**config.mk**
```make
export PLATFORM = sky130hd
export DESIGN_NAME = bcx_exec_unit
export DESIGN_NICKNAME = d
export VERILOG_FILES = /design/src/core/bcx_pkg.sv /design/src/core/bcx_ones_add.sv /design/src/core/bcx_run_counter.sv /design/src/core/bcx_exec_unit.sv
export SDC_FILE = /design/constraint.sdc
export NUM_CORES = 1
export LEC_CHECK = 0
export BUFFER_PORTS_ARGS = -buffer_cell sky130_fd_sc_hd__buf_2
export CAP_MARGIN = 20
export CORE_AREA = 3 3 213 215
export CTS_CLUSTER_DIAMETER = 120
export CTS_CLUSTER_SIZE = 10
export DETAILED_ROUTE_END_ITERATION = 7
export DIE_AREA = 0 0 216 218
export PLACE_DENSITY = 0.67
export SLEW_MARGIN = 20
export SYNTH_ARGS = -nofsm -noshare
export SYNTH_HDL_FRONTEND = slang
export SYNTH_SLANG_ARGS = --single-unit
```
**constraint.sdc**
```tcl
create_clock -name CLK -period 3.7 [get_ports CLK]
set_clock_uncertainty 0.1 [all_clocks]
set_input_delay 0.37 -clock CLK [delete_from_list [all_inputs] [get_ports CLK]]
set_output_delay 0.37 -clock CLK [all_outputs]
set_load 0.005 [all_outputs]
```
**src/core/bcx_pkg.sv**
```systemverilog
// Shared constants and carrier types for the branch and block copy execution unit.
package bcx_pkg;

  // ----------------------------------------------------------------
  // Widths
  // ----------------------------------------------------------------
  localparam int XW = 60;
  localparam int BW = 18;
  localparam int CW = 48;
  localparam int MAW = 21;
  localparam int EAW = 30;
  localparam int NW = 17;

  // ----------------------------------------------------------------
  // Operation codes
  // ----------------------------------------------------------------
  localparam logic [8:0] OP_COPY = 9'h009;
  localparam logic [8:0] OP_READ_CNT = 9'h00e;
  localparam logic [5:0] OP_CJUMP = 6'h02;
  localparam logic [8:0] OP_ZERO_BR = 9'h018;
  localparam logic [8:0] OP_PLUS_BR = 9'h01a;
  localparam logic [8:0] OP_DEF_BR = 9'h01e;
  localparam logic [8:0] OP_INDEF_BR = 9'h01f;
  localparam logic [8:0] OP_EQ_BR = 9'h021;

  // ----------------------------------------------------------------
  // Field positions and patterns
  // ----------------------------------------------------------------
  localparam int STD_ADDR_MSB = 22;
  localparam int EXP_ADDR_MSB = 28;
  localparam int STD_CHK_MSB = 23;
  localparam int EXP_CHK_MSB = 29;
  localparam int SRC_LSB = 30;
  localparam int SRC_MSB = 50;
  localparam int ZERO_XFER_BIT_A = 21;
  localparam int ZERO_XFER_BIT_B = 22;
  localparam int SIGN_BIT = 59;
  localparam int EXP_MSB = 59;
  localparam int EXP_LSB = 48;
  localparam logic [11:0] INDEF_POS = 12'h3ff;
  localparam logic [11:0] INDEF_NEG = 12'hc00;
  localparam logic [1:0] PARCEL_FIRST = 2'h0;
  localparam logic [CW-1:0] CNT_RESET = 48'h0;

  // ----------------------------------------------------------------
  // Carrier types
  // ----------------------------------------------------------------
  typedef struct packed {
    logic blk_copy;
    logic expanded;
    logic ext_enable;
  } bcx_xflags_s;

  typedef struct packed {
    logic [29:0] word;
    logic [1:0] parcel;
  } bcx_issue_s;

  typedef struct packed {
    logic jump;
    logic flush;
    logic next_parcel2;
    logic next_word;
    logic [BW-1:0] target;
  } bcx_seq_s;

  typedef enum logic [3:0] {
    ST_IDLE = 4'b0001,
    ST_READ = 4'b0010,
    ST_WRITE = 4'b0100,
    ST_FIN = 4'b1000
  } bcx_state_e;

endpackage

```
**src/core/bcx_ones_add.sv**
```systemverilog
// Eighteen-bit one's complement adder with end-around carry.
`timescale 1ns/10ps
`default_nettype none
module bcx_ones_add (
  // Operands
  input wire logic [17:0] a,
  input wire logic [17:0] b,
  // Sum
  output logic [17:0] sum
);
  logic [18:0] raw;

  assign raw = {1'b0, a} + {1'b0, b};
  assign sum = raw[17:0] + {17'h0, raw[18]};
endmodule // bcx_ones_add
`default_nettype wire

```
**src/core/bcx_run_counter.sv**
```systemverilog
// Free-running counter that the counter-read operation samples.
`timescale 1ns/10ps
`default_nettype none
module bcx_run_counter #(
  parameter int WIDTH = 48
) (
  // Clock and reset
  input wire logic clk,
  input wire logic arst_n,
  // Count
  output logic [WIDTH-1:0] count
);
  always_ff @(posedge clk or negedge arst_n) begin
    if (!arst_n) begin
      count <= '0;
    end else begin
      count <= count + {{(WIDTH-1){1'b0}}, 1'b1};
    end
  end
endmodule // bcx_run_counter
`default_nettype wire

```
**src/core/bcx_exec_unit.sv**
```systemverilog
// Execution unit for block copy, counter read, computed jump and test branches.
//
// Notes on behaviour
// - Standard mode: bits 0-22 plus ext base.
// - Expanded mode: bits 0-28 plus ext base.
// - Source is alt or copy reg plus base.
// - Flag set: source from copy bits 30-50.
// - Word count is one's complement index plus immediate.
// - Zero count is pass; registers stay unchanged.
// - Bit 21/22 set: zeros, resume parcel 2.
// - Interrupted copy restarts from first word.
// - Illegal unless parcel 0 and enabled.
// - Standard check: 24 bits against 23-bit length.
// - Expanded check: 30 bits against 29-bit length.
// - Out of range when address reaches length.
// - Negative count takes range error exit.
// - Counter read: 48 bits, upper twelve zero.
// - Counter read legal in any parcel.
// - Two-parcel branches use low 18 bits.
// - Computed jump adds index i plus immediate.
// - Computed jump discards rest of word.
// - Zero branch on positive or negative zero.
// - Sign branch jumps when bit 59 clear.
// - Definite branch continues only on indefinite.
// - Indefinite branch jumps only on indefinite.
// - Equality branch jumps when indices identical.
`timescale 1ns/10ps
`default_nettype none
module bcx_exec_unit #(
  parameter int CNT_W = bcx_pkg::CW
) (
  // Clock and reset
  input wire logic CLK,
  input wire logic ARST_N,
  // Instruction issue
  input wire logic ISSUE,
  input wire bcx_pkg::bcx_issue_s INSTR,
  input wire logic ABORT,
  output logic BUSY,
  // Operand values selected by the issue stage
  input wire logic [bcx_pkg::BW-1:0] INDEX_REG_I,
  input wire logic [bcx_pkg::BW-1:0] INDEX_REG_J,
  input wire logic [bcx_pkg::XW-1:0] OPERAND_REG_J,
  input wire logic [bcx_pkg::XW-1:0] COPY_ADDRESS_REG,
  input wire logic [bcx_pkg::BW-1:0] ALT_COPY_ADDRESS_REG,
  // Exchange package context
  input wire bcx_pkg::bcx_xflags_s XFLAGS,
  input wire logic [bcx_pkg::MAW-1:0] MAIN_BASE_ADDRESS,
  input wire logic [bcx_pkg::EAW-1:0] EXT_BASE_ADDRESS,
  input wire logic [bcx_pkg::EAW-1:0] EXT_FIELD_LENGTH,
  // Main memory read port
  output logic MAIN_RD_REQ,
  output logic [bcx_pkg::MAW-1:0] MAIN_RD_ADDR,
  input wire logic MAIN_RD_VALID,
  input wire logic [bcx_pkg::XW-1:0] MAIN_RD_DATA,
  // Bulk extended memory write port
  output logic EXT_WR_REQ,
  output logic [bcx_pkg::EAW-1:0] EXT_WR_ADDR,
  output logic [bcx_pkg::XW-1:0] EXT_WR_DATA,
  input wire logic EXT_WR_ACK,
  // Results
  output logic DONE,
  output bcx_pkg::bcx_seq_s SEQ,
  output logic WR_J,
  output logic [bcx_pkg::XW-1:0] WR_J_DATA,
  output logic ILLEGAL,
  output logic RANGE_ERR,
  output logic OUT_OF_RANGE
);

  // ----------------------------------------------------------------
  // Decode
  // ----------------------------------------------------------------
  logic [8:0] op9;
  logic [5:0] op6;
  logic [bcx_pkg::BW-1:0] imm;
  logic take;
  logic is_copy;
  logic is_rc;
  logic is_jp;
  logic is_zr;
  logic is_pl;
  logic is_df;
  logic is_id;
  logic is_eq;
  bcx_pkg::bcx_state_e state;
  bcx_pkg::bcx_state_e next_state;

  assign op9 = INSTR.word[29:21];
  assign op6 = INSTR.word[29:24];
  assign imm = INSTR.word[bcx_pkg::BW-1:0];
  assign take = ISSUE && (state == bcx_pkg::ST_IDLE);
  assign is_copy = (op9 == bcx_pkg::OP_COPY);
  assign is_rc = (op9 == bcx_pkg::OP_READ_CNT);
  assign is_jp = (op6 == bcx_pkg::OP_CJUMP);
  assign is_zr = (op9 == bcx_pkg::OP_ZERO_BR);
  assign is_pl = (op9 == bcx_pkg::OP_PLUS_BR);
  assign is_df = (op9 == bcx_pkg::OP_DEF_BR);
  assign is_id = (op9 == bcx_pkg::OP_INDEF_BR);
  assign is_eq = (op9 == bcx_pkg::OP_EQ_BR);

  // ----------------------------------------------------------------
  // Arithmetic helpers
  // ----------------------------------------------------------------
  logic [bcx_pkg::BW-1:0] count_sum;
  logic [bcx_pkg::BW-1:0] jump_sum;
  logic [CNT_W-1:0] run_count;

  bcx_ones_add u_count_add (
    .a(INDEX_REG_J),
    .b(imm),
    .sum(count_sum)
  );

  bcx_ones_add u_jump_add (
    .a(INDEX_REG_I),
    .b(imm),
    .sum(jump_sum)
  );

  bcx_run_counter #(
    .WIDTH(CNT_W)
  ) u_counter (
    .clk(CLK),
    .arst_n(ARST_N),
    .count(run_count)
  );

  // ----------------------------------------------------------------
  // Block copy address formation and checks
  // ----------------------------------------------------------------
  logic count_zero;
  logic count_neg;
  logic [bcx_pkg::EAW-1:0] ext_off;
  logic [bcx_pkg::EAW-1:0] ext_start;
  logic [bcx_pkg::EAW-1:0] chk_addr;
  logic [bcx_pkg::EAW-1:0] chk_len;
  logic [bcx_pkg::MAW-1:0] src_off;
  logic [bcx_pkg::MAW-1:0] src_start;
  logic zero_xfer;
  logic copy_illegal;
  logic copy_oor;

  // Both zero encodings count as an empty block.
  assign count_zero = (count_sum == '0) || (&count_sum);
  assign count_neg = count_sum[bcx_pkg::BW-1] && !count_zero;

  always_comb begin
    if (XFLAGS.expanded) begin
      ext_off = {{(bcx_pkg::EAW-bcx_pkg::EXP_ADDR_MSB-1){1'b0}},
                 COPY_ADDRESS_REG[bcx_pkg::EXP_ADDR_MSB:0]};
      chk_addr = COPY_ADDRESS_REG[bcx_pkg::EXP_CHK_MSB:0];
      chk_len = {1'b0, EXT_FIELD_LENGTH[bcx_pkg::EXP_CHK_MSB-1:0]};
    end else begin
      ext_off = {{(bcx_pkg::EAW-bcx_pkg::STD_ADDR_MSB-1){1'b0}},
                 COPY_ADDRESS_REG[bcx_pkg::STD_ADDR_MSB:0]};
      chk_addr = {{(bcx_pkg::EAW-bcx_pkg::STD_CHK_MSB-1){1'b0}},
                  COPY_ADDRESS_REG[bcx_pkg::STD_CHK_MSB:0]};
      chk_len = {{(bcx_pkg::EAW-bcx_pkg::STD_CHK_MSB){1'b0}},
                 EXT_FIELD_LENGTH[bcx_pkg::STD_CHK_MSB-1:0]};
    end
  end

  assign ext_start = ext_off + EXT_BASE_ADDRESS;
  assign zero_xfer = ext_start[bcx_pkg::ZERO_XFER_BIT_A] || ext_start[bcx_pkg::ZERO_XFER_BIT_B];
  assign copy_oor = (chk_addr >= chk_len);

  // Copy register bits above the source field are not checked; software must clear them.
  always_comb begin
    if (XFLAGS.blk_copy) begin
      src_off = COPY_ADDRESS_REG[bcx_pkg::SRC_MSB:bcx_pkg::SRC_LSB];
    end else begin
      src_off = {{(bcx_pkg::MAW-bcx_pkg::BW){1'b0}}, ALT_COPY_ADDRESS_REG};
    end
  end

  assign src_start = src_off + MAIN_BASE_ADDRESS;
  assign copy_illegal = (INSTR.parcel != bcx_pkg::PARCEL_FIRST) || !XFLAGS.ext_enable;

  // ----------------------------------------------------------------
  // Branch decisions
  // ----------------------------------------------------------------
  logic [11:0] upper;
  logic indef;
  logic branch_taken;

  assign upper = OPERAND_REG_J[bcx_pkg::EXP_MSB:bcx_pkg::EXP_LSB];
  assign indef = (upper == bcx_pkg::INDEF_POS) || (upper == bcx_pkg::INDEF_NEG);

  always_comb begin
    branch_taken = 1'b0;
    if (is_zr) begin
      branch_taken = (OPERAND_REG_J == '0) || (&OPERAND_REG_J);
    end else if (is_pl) begin
      branch_taken = !OPERAND_REG_J[bcx_pkg::SIGN_BIT];
    end else if (is_df) begin
      branch_taken = !indef;
    end else if (is_id) begin
      branch_taken = indef;
    end else if (is_eq) begin
      branch_taken = (INDEX_REG_I == INDEX_REG_J);
    end
  end

  // ----------------------------------------------------------------
  // Copy state machine
  // ----------------------------------------------------------------
  logic start_copy;
  logic [bcx_pkg::NW-1:0] remain;
  logic zero_mode;
  logic last_word;

  assign start_copy = take && is_copy && !copy_illegal && !copy_oor && !count_neg && !count_zero;
  assign last_word = (remain == {{(bcx_pkg::NW-1){1'b0}}, 1'b1});

  always_comb begin
    next_state = state;
    unique case (state)
      bcx_pkg::ST_IDLE: begin
        if (start_copy) begin
          next_state = zero_xfer ? bcx_pkg::ST_WRITE : bcx_pkg::ST_READ;
        end
      end
      bcx_pkg::ST_READ: begin
        if (MAIN_RD_VALID) begin
          next_state = bcx_pkg::ST_WRITE;
        end
      end
      bcx_pkg::ST_WRITE: begin
        if (EXT_WR_ACK) begin
          if (last_word) begin
            next_state = bcx_pkg::ST_FIN;
          end else begin
            next_state = zero_mode ? bcx_pkg::ST_WRITE : bcx_pkg::ST_READ;
          end
        end
      end
      bcx_pkg::ST_FIN: begin
        next_state = bcx_pkg::ST_IDLE;
      end
    endcase
    // Nothing of a partial copy is kept, so a reissue starts over.
    if (ABORT) begin
      next_state = bcx_pkg::ST_IDLE;
    end
  end

  always_ff @(posedge CLK or negedge ARST_N) begin
    if (!ARST_N) begin
      state <= bcx_pkg::ST_IDLE;
    end else begin
      state <= next_state;
    end
  end

  // Working copies of the addresses; the architectural registers are never written.
  always_ff @(posedge CLK or negedge ARST_N) begin
    if (!ARST_N) begin
      MAIN_RD_ADDR <= '0;
      EXT_WR_ADDR <= '0;
      remain <= '0;
      zero_mode <= 1'b0;
    end else if (start_copy) begin
      MAIN_RD_ADDR <= src_start;
      EXT_WR_ADDR <= ext_start;
      remain <= count_sum[bcx_pkg::NW-1:0];
      zero_mode <= zero_xfer;
    end else if (state == bcx_pkg::ST_WRITE && EXT_WR_ACK) begin
      MAIN_RD_ADDR <= MAIN_RD_ADDR + {{(bcx_pkg::MAW-1){1'b0}}, 1'b1};
      EXT_WR_ADDR <= EXT_WR_ADDR + {{(bcx_pkg::EAW-1){1'b0}}, 1'b1};
      remain <= remain - {{(bcx_pkg::NW-1){1'b0}}, 1'b1};
    end
  end

  always_ff @(posedge CLK or negedge ARST_N) begin
    if (!ARST_N) begin
      EXT_WR_DATA <= '0;
    end else if (start_copy && zero_xfer) begin
      EXT_WR_DATA <= '0;
    end else if (state == bcx_pkg::ST_READ && MAIN_RD_VALID) begin
      EXT_WR_DATA <= MAIN_RD_DATA;
    end
  end

  assign MAIN_RD_REQ = (state == bcx_pkg::ST_READ);
  assign EXT_WR_REQ = (state == bcx_pkg::ST_WRITE);
  assign BUSY = (state != bcx_pkg::ST_IDLE);

  // ----------------------------------------------------------------
  // Completion, sequencing and error outputs
  // ----------------------------------------------------------------
  always_ff @(posedge CLK or negedge ARST_N) begin
    if (!ARST_N) begin
      DONE <= 1'b0;
      SEQ <= '0;
      ILLEGAL <= 1'b0;
      RANGE_ERR <= 1'b0;
      OUT_OF_RANGE <= 1'b0;
    end else begin
      DONE <= 1'b0;
      SEQ <= '0;
      ILLEGAL <= 1'b0;
      RANGE_ERR <= 1'b0;
      OUT_OF_RANGE <= 1'b0;
      if (state == bcx_pkg::ST_FIN && !ABORT) begin
        DONE <= 1'b1;
        SEQ.next_parcel2 <= zero_mode;
        SEQ.next_word <= !zero_mode;
      end else if (take && is_copy) begin
        if (copy_illegal) begin
          DONE <= 1'b1;
          ILLEGAL <= 1'b1;
        end else if (copy_oor) begin
          DONE <= 1'b1;
          OUT_OF_RANGE <= 1'b1;
        end else if (count_neg) begin
          DONE <= 1'b1;
          RANGE_ERR <= 1'b1;
        end else if (count_zero) begin
          DONE <= 1'b1;
          SEQ.next_word <= 1'b1;
        end
      end else if (take && is_jp) begin
        DONE <= 1'b1;
        SEQ.jump <= 1'b1;
        SEQ.flush <= 1'b1;
        SEQ.target <= jump_sum;
      end else if (take && (is_zr || is_pl || is_df || is_id || is_eq)) begin
        DONE <= 1'b1;
        SEQ.jump <= branch_taken;
        SEQ.flush <= branch_taken;
        SEQ.target <= imm;
      end else if (take && is_rc) begin
        DONE <= 1'b1;
      end
    end
  end

  // Operand register j is written only by the counter read.
  always_ff @(posedge CLK or negedge ARST_N) begin
    if (!ARST_N) begin
      WR_J <= 1'b0;
      WR_J_DATA <= '0;
    end else begin
      WR_J <= take && is_rc;
      if (take && is_rc) begin
        WR_J_DATA <= {{(bcx_pkg::XW-CNT_W){1'b0}}, run_count};
      end
    end
  end

endmodule // bcx_exec_unit
`default_nettype wire

```
==> summary.md <==
| Metric | Value |
|---|---|
| Most frequent cell after synthesis | `nand2_1` |
| Setup crit start kind | `primary input` |
| Final Hold Vio Count | `0` |
| Worst Min Path Start | `MAIN_RD_DATA[50]` |
| I/O Buffers | `around 530` |
| Synth area leader | `dfrtp_1` |
| Die X | `between 200 and 250 um` |
| I/O pin count | `approximately 560` |
| Clk Latency, worst-skew pair | `between 0.5 and 0.6 ns` |
| R2R cell count | `14` |
| Clock sinks | `255` |
| RSZ-0062 raised after global routing | `true` |
| Arrival @ worst endpoint | `about 4.7 ns` |
| Largest cells by area after synthesis | `dfrtp_1 (35%), ha_1 (8.5%), nand2_1 (6.7%)` |
| Area of the multi-input gates | `~0.012 mm^2` |
| CP Class | `in2reg` |
| GR Util All Layers | `0.250` |
| Post-synth EDFFs | `0` |
| Post-synth ARST share | `1.00` |
| Worst slew pin tran | `between 0.8 and 0.9 ns` |
| Most used DFF post-synth | `dfrtp_1` |
| Top post-synthesis cells by count | `nand2_1 (326), dfrtp_1 (254), nor2_1 (155)` |
| Core ar. | `0.0439 mm^2` |
| Final Total Pwr | `between 7 and 8 mW` |
| LEAKAGE | `between 10 and 15 nW` |
| DR vias/cell | `5.31` |
| Clock root buffer | `clkbuf_16` |
| Vias | `around 19000` |
| GPL Wtd Cong | `between 0.9 and 1` |
| Yosys cell types | `84` |
| Core Rows | `77` |
| CP Max Fanout | `6` |
| Max Cap Violations | `0` |
| DRC Markers | `0` |
| Count of final max-slew check failures | `0` |
| Pwr Density | `a little under 300 mW/mm^2` |
| Area Overhead vs Synth | `40.9%` |
| Drt pass-1 iters | `5` |
| R2R Path End | `EXT_WR_DATA[38]` |
| Period utilization | `1.17` |
| Mapped Area | `0.0182 mm^2` |
| Mapped Cells | `between 2000 and 2500` |
| Total Nets Final | `3384` |
| Min-Delay Path Class | `in2reg` |
| Grt ovf | `0` |
| Final setup fails | `about 140` |
| # H-tree levels | `1` |
| Max VDD drop | `0.309 mV` |
| Slew margin rel. | `0.412` |
| Clock Path Buffers | `3` |
| Sequential fraction of the synthesis area | `0.350` |
| Fin util | `0.584` |
| Vias in the first global route | `around 19000` |
| Post-synth top area share | `0.349` |
| Starting Density | `0.415` |
| Initial antenna violation count | `5` |
| Worst-path clk slew | `0.06 ns` |
| CP endpoint kind | `flop` |
| Placed Area | `0.0233 mm^2` |
| Die H | `roughly 220 um` |
| Hold EP | `EXT_WR_DATA[50]` |
| Failing checks | `setup timing` |
| Syn. warnings | `0` |
| First-pass GRT wire length | `between 90000 and 100000 um` |
| Fillers | `approximately 3800` |
| Die area | `0.0471 mm^2` |
| Fraction of layout cells with a size suffix above 1 | `0.360` |
| Num CTS Buffers | `29` |
| Routed wire per std cell | `around 18 um` |
| Pin count of the biggest net entering global routing | `97` |
| Required @ worst endpoint | `a little over 4 ns` |
| WL final | `roughly 62000 um` |
| CTS tree | `done` |
| Avg Cell Area, Syn | `roughly 8.7 um^2` |
| Initial DRC count | `1197` |
| WHS | `between 0.02 and 0.03 ns` |
| Cell area after layout | `0.0257 mm^2` |
| Detail Placement HPWL | `just under 50000 um` |
| Reg-to-reg setup timing slack | `0.05 ns` |
| Register area | `about 0.0064 mm^2` |
| Final min period | `roughly 4.3 ns` |
| R2R Path Start | `state[0]` |
| ANT nets after route | `0` |
| Setup ws final | `-0.642 ns` |
| Hold Path Cell Cnt | `3` |
| Fmax | `0.230 GHz` |
| Status | `complete, but fails checks` |
| DP Worst Slack | `-1.57 ns` |
| Synthesized flop and latch total | `around 260` |
-- critical path, stage by stage --
cell and delay (ns):
buf_8 0.08, ha_4 0.12, inv_2 0.03, fa_2 0.35, nand2b_4 0.15, a21o_1 0.18
a211o_1 0.32, o2bb2ai_4 0.14, o21bai_1 0.12, a21o_1 0.14, a21oi_2 0.07, o21bai_4 0.19
ha_4 0.18, ha_4 0.14, o2111ai_4 0.15, or2_4 0.32, nor3_4 0.25, xor2_2 0.22
a2111oi_4 0.05, o211a_1 0.17, a211o_1 0.33, buf_4 0.15, and2_4 0.15, a221o_1 0.31
-- how the worst max path moves through the flow --
stage                   start               to  cells past startpoint
3_3_place_gp         INSTR[2]  EXT_WR_ADDR[21]                     25
5_1_grt        INDEX_REG_J[0]  EXT_WR_DATA[59]                     25
4_1_cts        INDEX_REG_J[0]  EXT_WR_DATA[14]                     25
2_1_floorplan        INSTR[2]   EXT_WR_DATA[0]                     25
6_report       INDEX_REG_J[0]       remain[16]                     24
3_5_place_dp   INDEX_REG_J[0]  EXT_WR_ADDR[11]                     25
-- registers in the layout, summed over array words and instances (netlist names) --
name and cells:
zero_mode 1, WR_J 1, OUT_OF_RANGE 1, state 4
DONE 1, ILLEGAL 1, u_counter.count 48, EXT_WR_DATA 60
RANGE_ERR 1, remain 17, EXT_WR_ADDR 30, SEQ 21
WR_J_DATA 48, MAIN_RD_ADDR 21
-- where the power goes --
group | switching [mW] | internal [mW]
logic | 1.08 | 1.00
registers | 0.00609 | 2.80
clock network | 1.14 | 1.42
-- layout make-up --
| type | instances | area share |
|---|---|---|
| timing repair buffer | 847 | 0.217 |
| multi-input combinational | 1694 | 0.463 |
| antenna | 2 | 0.000195 |
| tap | 592 | 0.0289 |
| inverter | 74 | 0.0108 |
| clock inverter | 2 | 0.00107 |
| clock buffer | 39 | 0.0297 |
| sequential | 255 | 0.249 |
-- layout by cell type, fill, tap and decap left out, drive strengths merged, types with 15 or more instances in the layout --
| cell type | instances |
|---|---|
| dfrtp | 254 |
| a31oi | 16 |
| o21ai | 51 |
| and2 | 22 |
| nand4 | 45 |
| a21o | 36 |
| nor3 | 40 |
| inv | 75 |
| a22o | 16 |
| and3 | 35 |
| buf | 790 |
| and4 | 15 |
| nor2b | 19 |
| nand2 | 326 |
| nand2b | 18 |
| clkbuf | 39 |
| dlygate4sd3 | 57 |
| a211oi | 17 |
| ha | 123 |
| a21oi | 173 |
| nor2 | 155 |
| xnor2 | 139 |
| or3 | 18 |
| xor2 | 82 |
| nor4 | 28 |
| nand3 | 129 |
| mux2 | 17 |
| o21a | 16 |
-- through the flow --
stage | instances | TNS, ns
after floorplan | 2114 | -145.97
after global placement | 3378 | -191.77
after detailed placement | 3378 | -204.37
after CTS | 3497 | -68.01
after global routing | 3505 | -100.58
final | 3505 | -78.60
-- kinds of logic after synthesis --
group	after synthesis	share of synthesized area
compound gates	424	0.165
xor+xnor	221	0.106
fa+ha+maj	127	0.0889
buf+inv	165	0.0403
flops	255	0.350
mux	23	0.0138
other cells	1	0.000206
simple gates	887	0.235
-- what timing repair did --
item / in CTS / in global routing
gates cloned: 6 / 0
endpoints found under the hold margin: 152 / 0
resized for setup: 91 / 90
endpoints found under the setup margin: 137 / 143
hold buffers: 57 / 0
setup buffers: 17 / 11
pin swaps: 41 / 29
-- per-layer routing --
metal | share of wire | vias up | GRT usage
met4 | 0.035 | 0 | 0.0886
met2 | 0.50 | 611 | 0.450
met5 | 0 | - | 0
li1 | - | 9001 | -
met3 | 0.071 | 136 | 0.0541
met1 | 0.40 | 8860 | 0.295
Power figures use the tool's default switching activity.
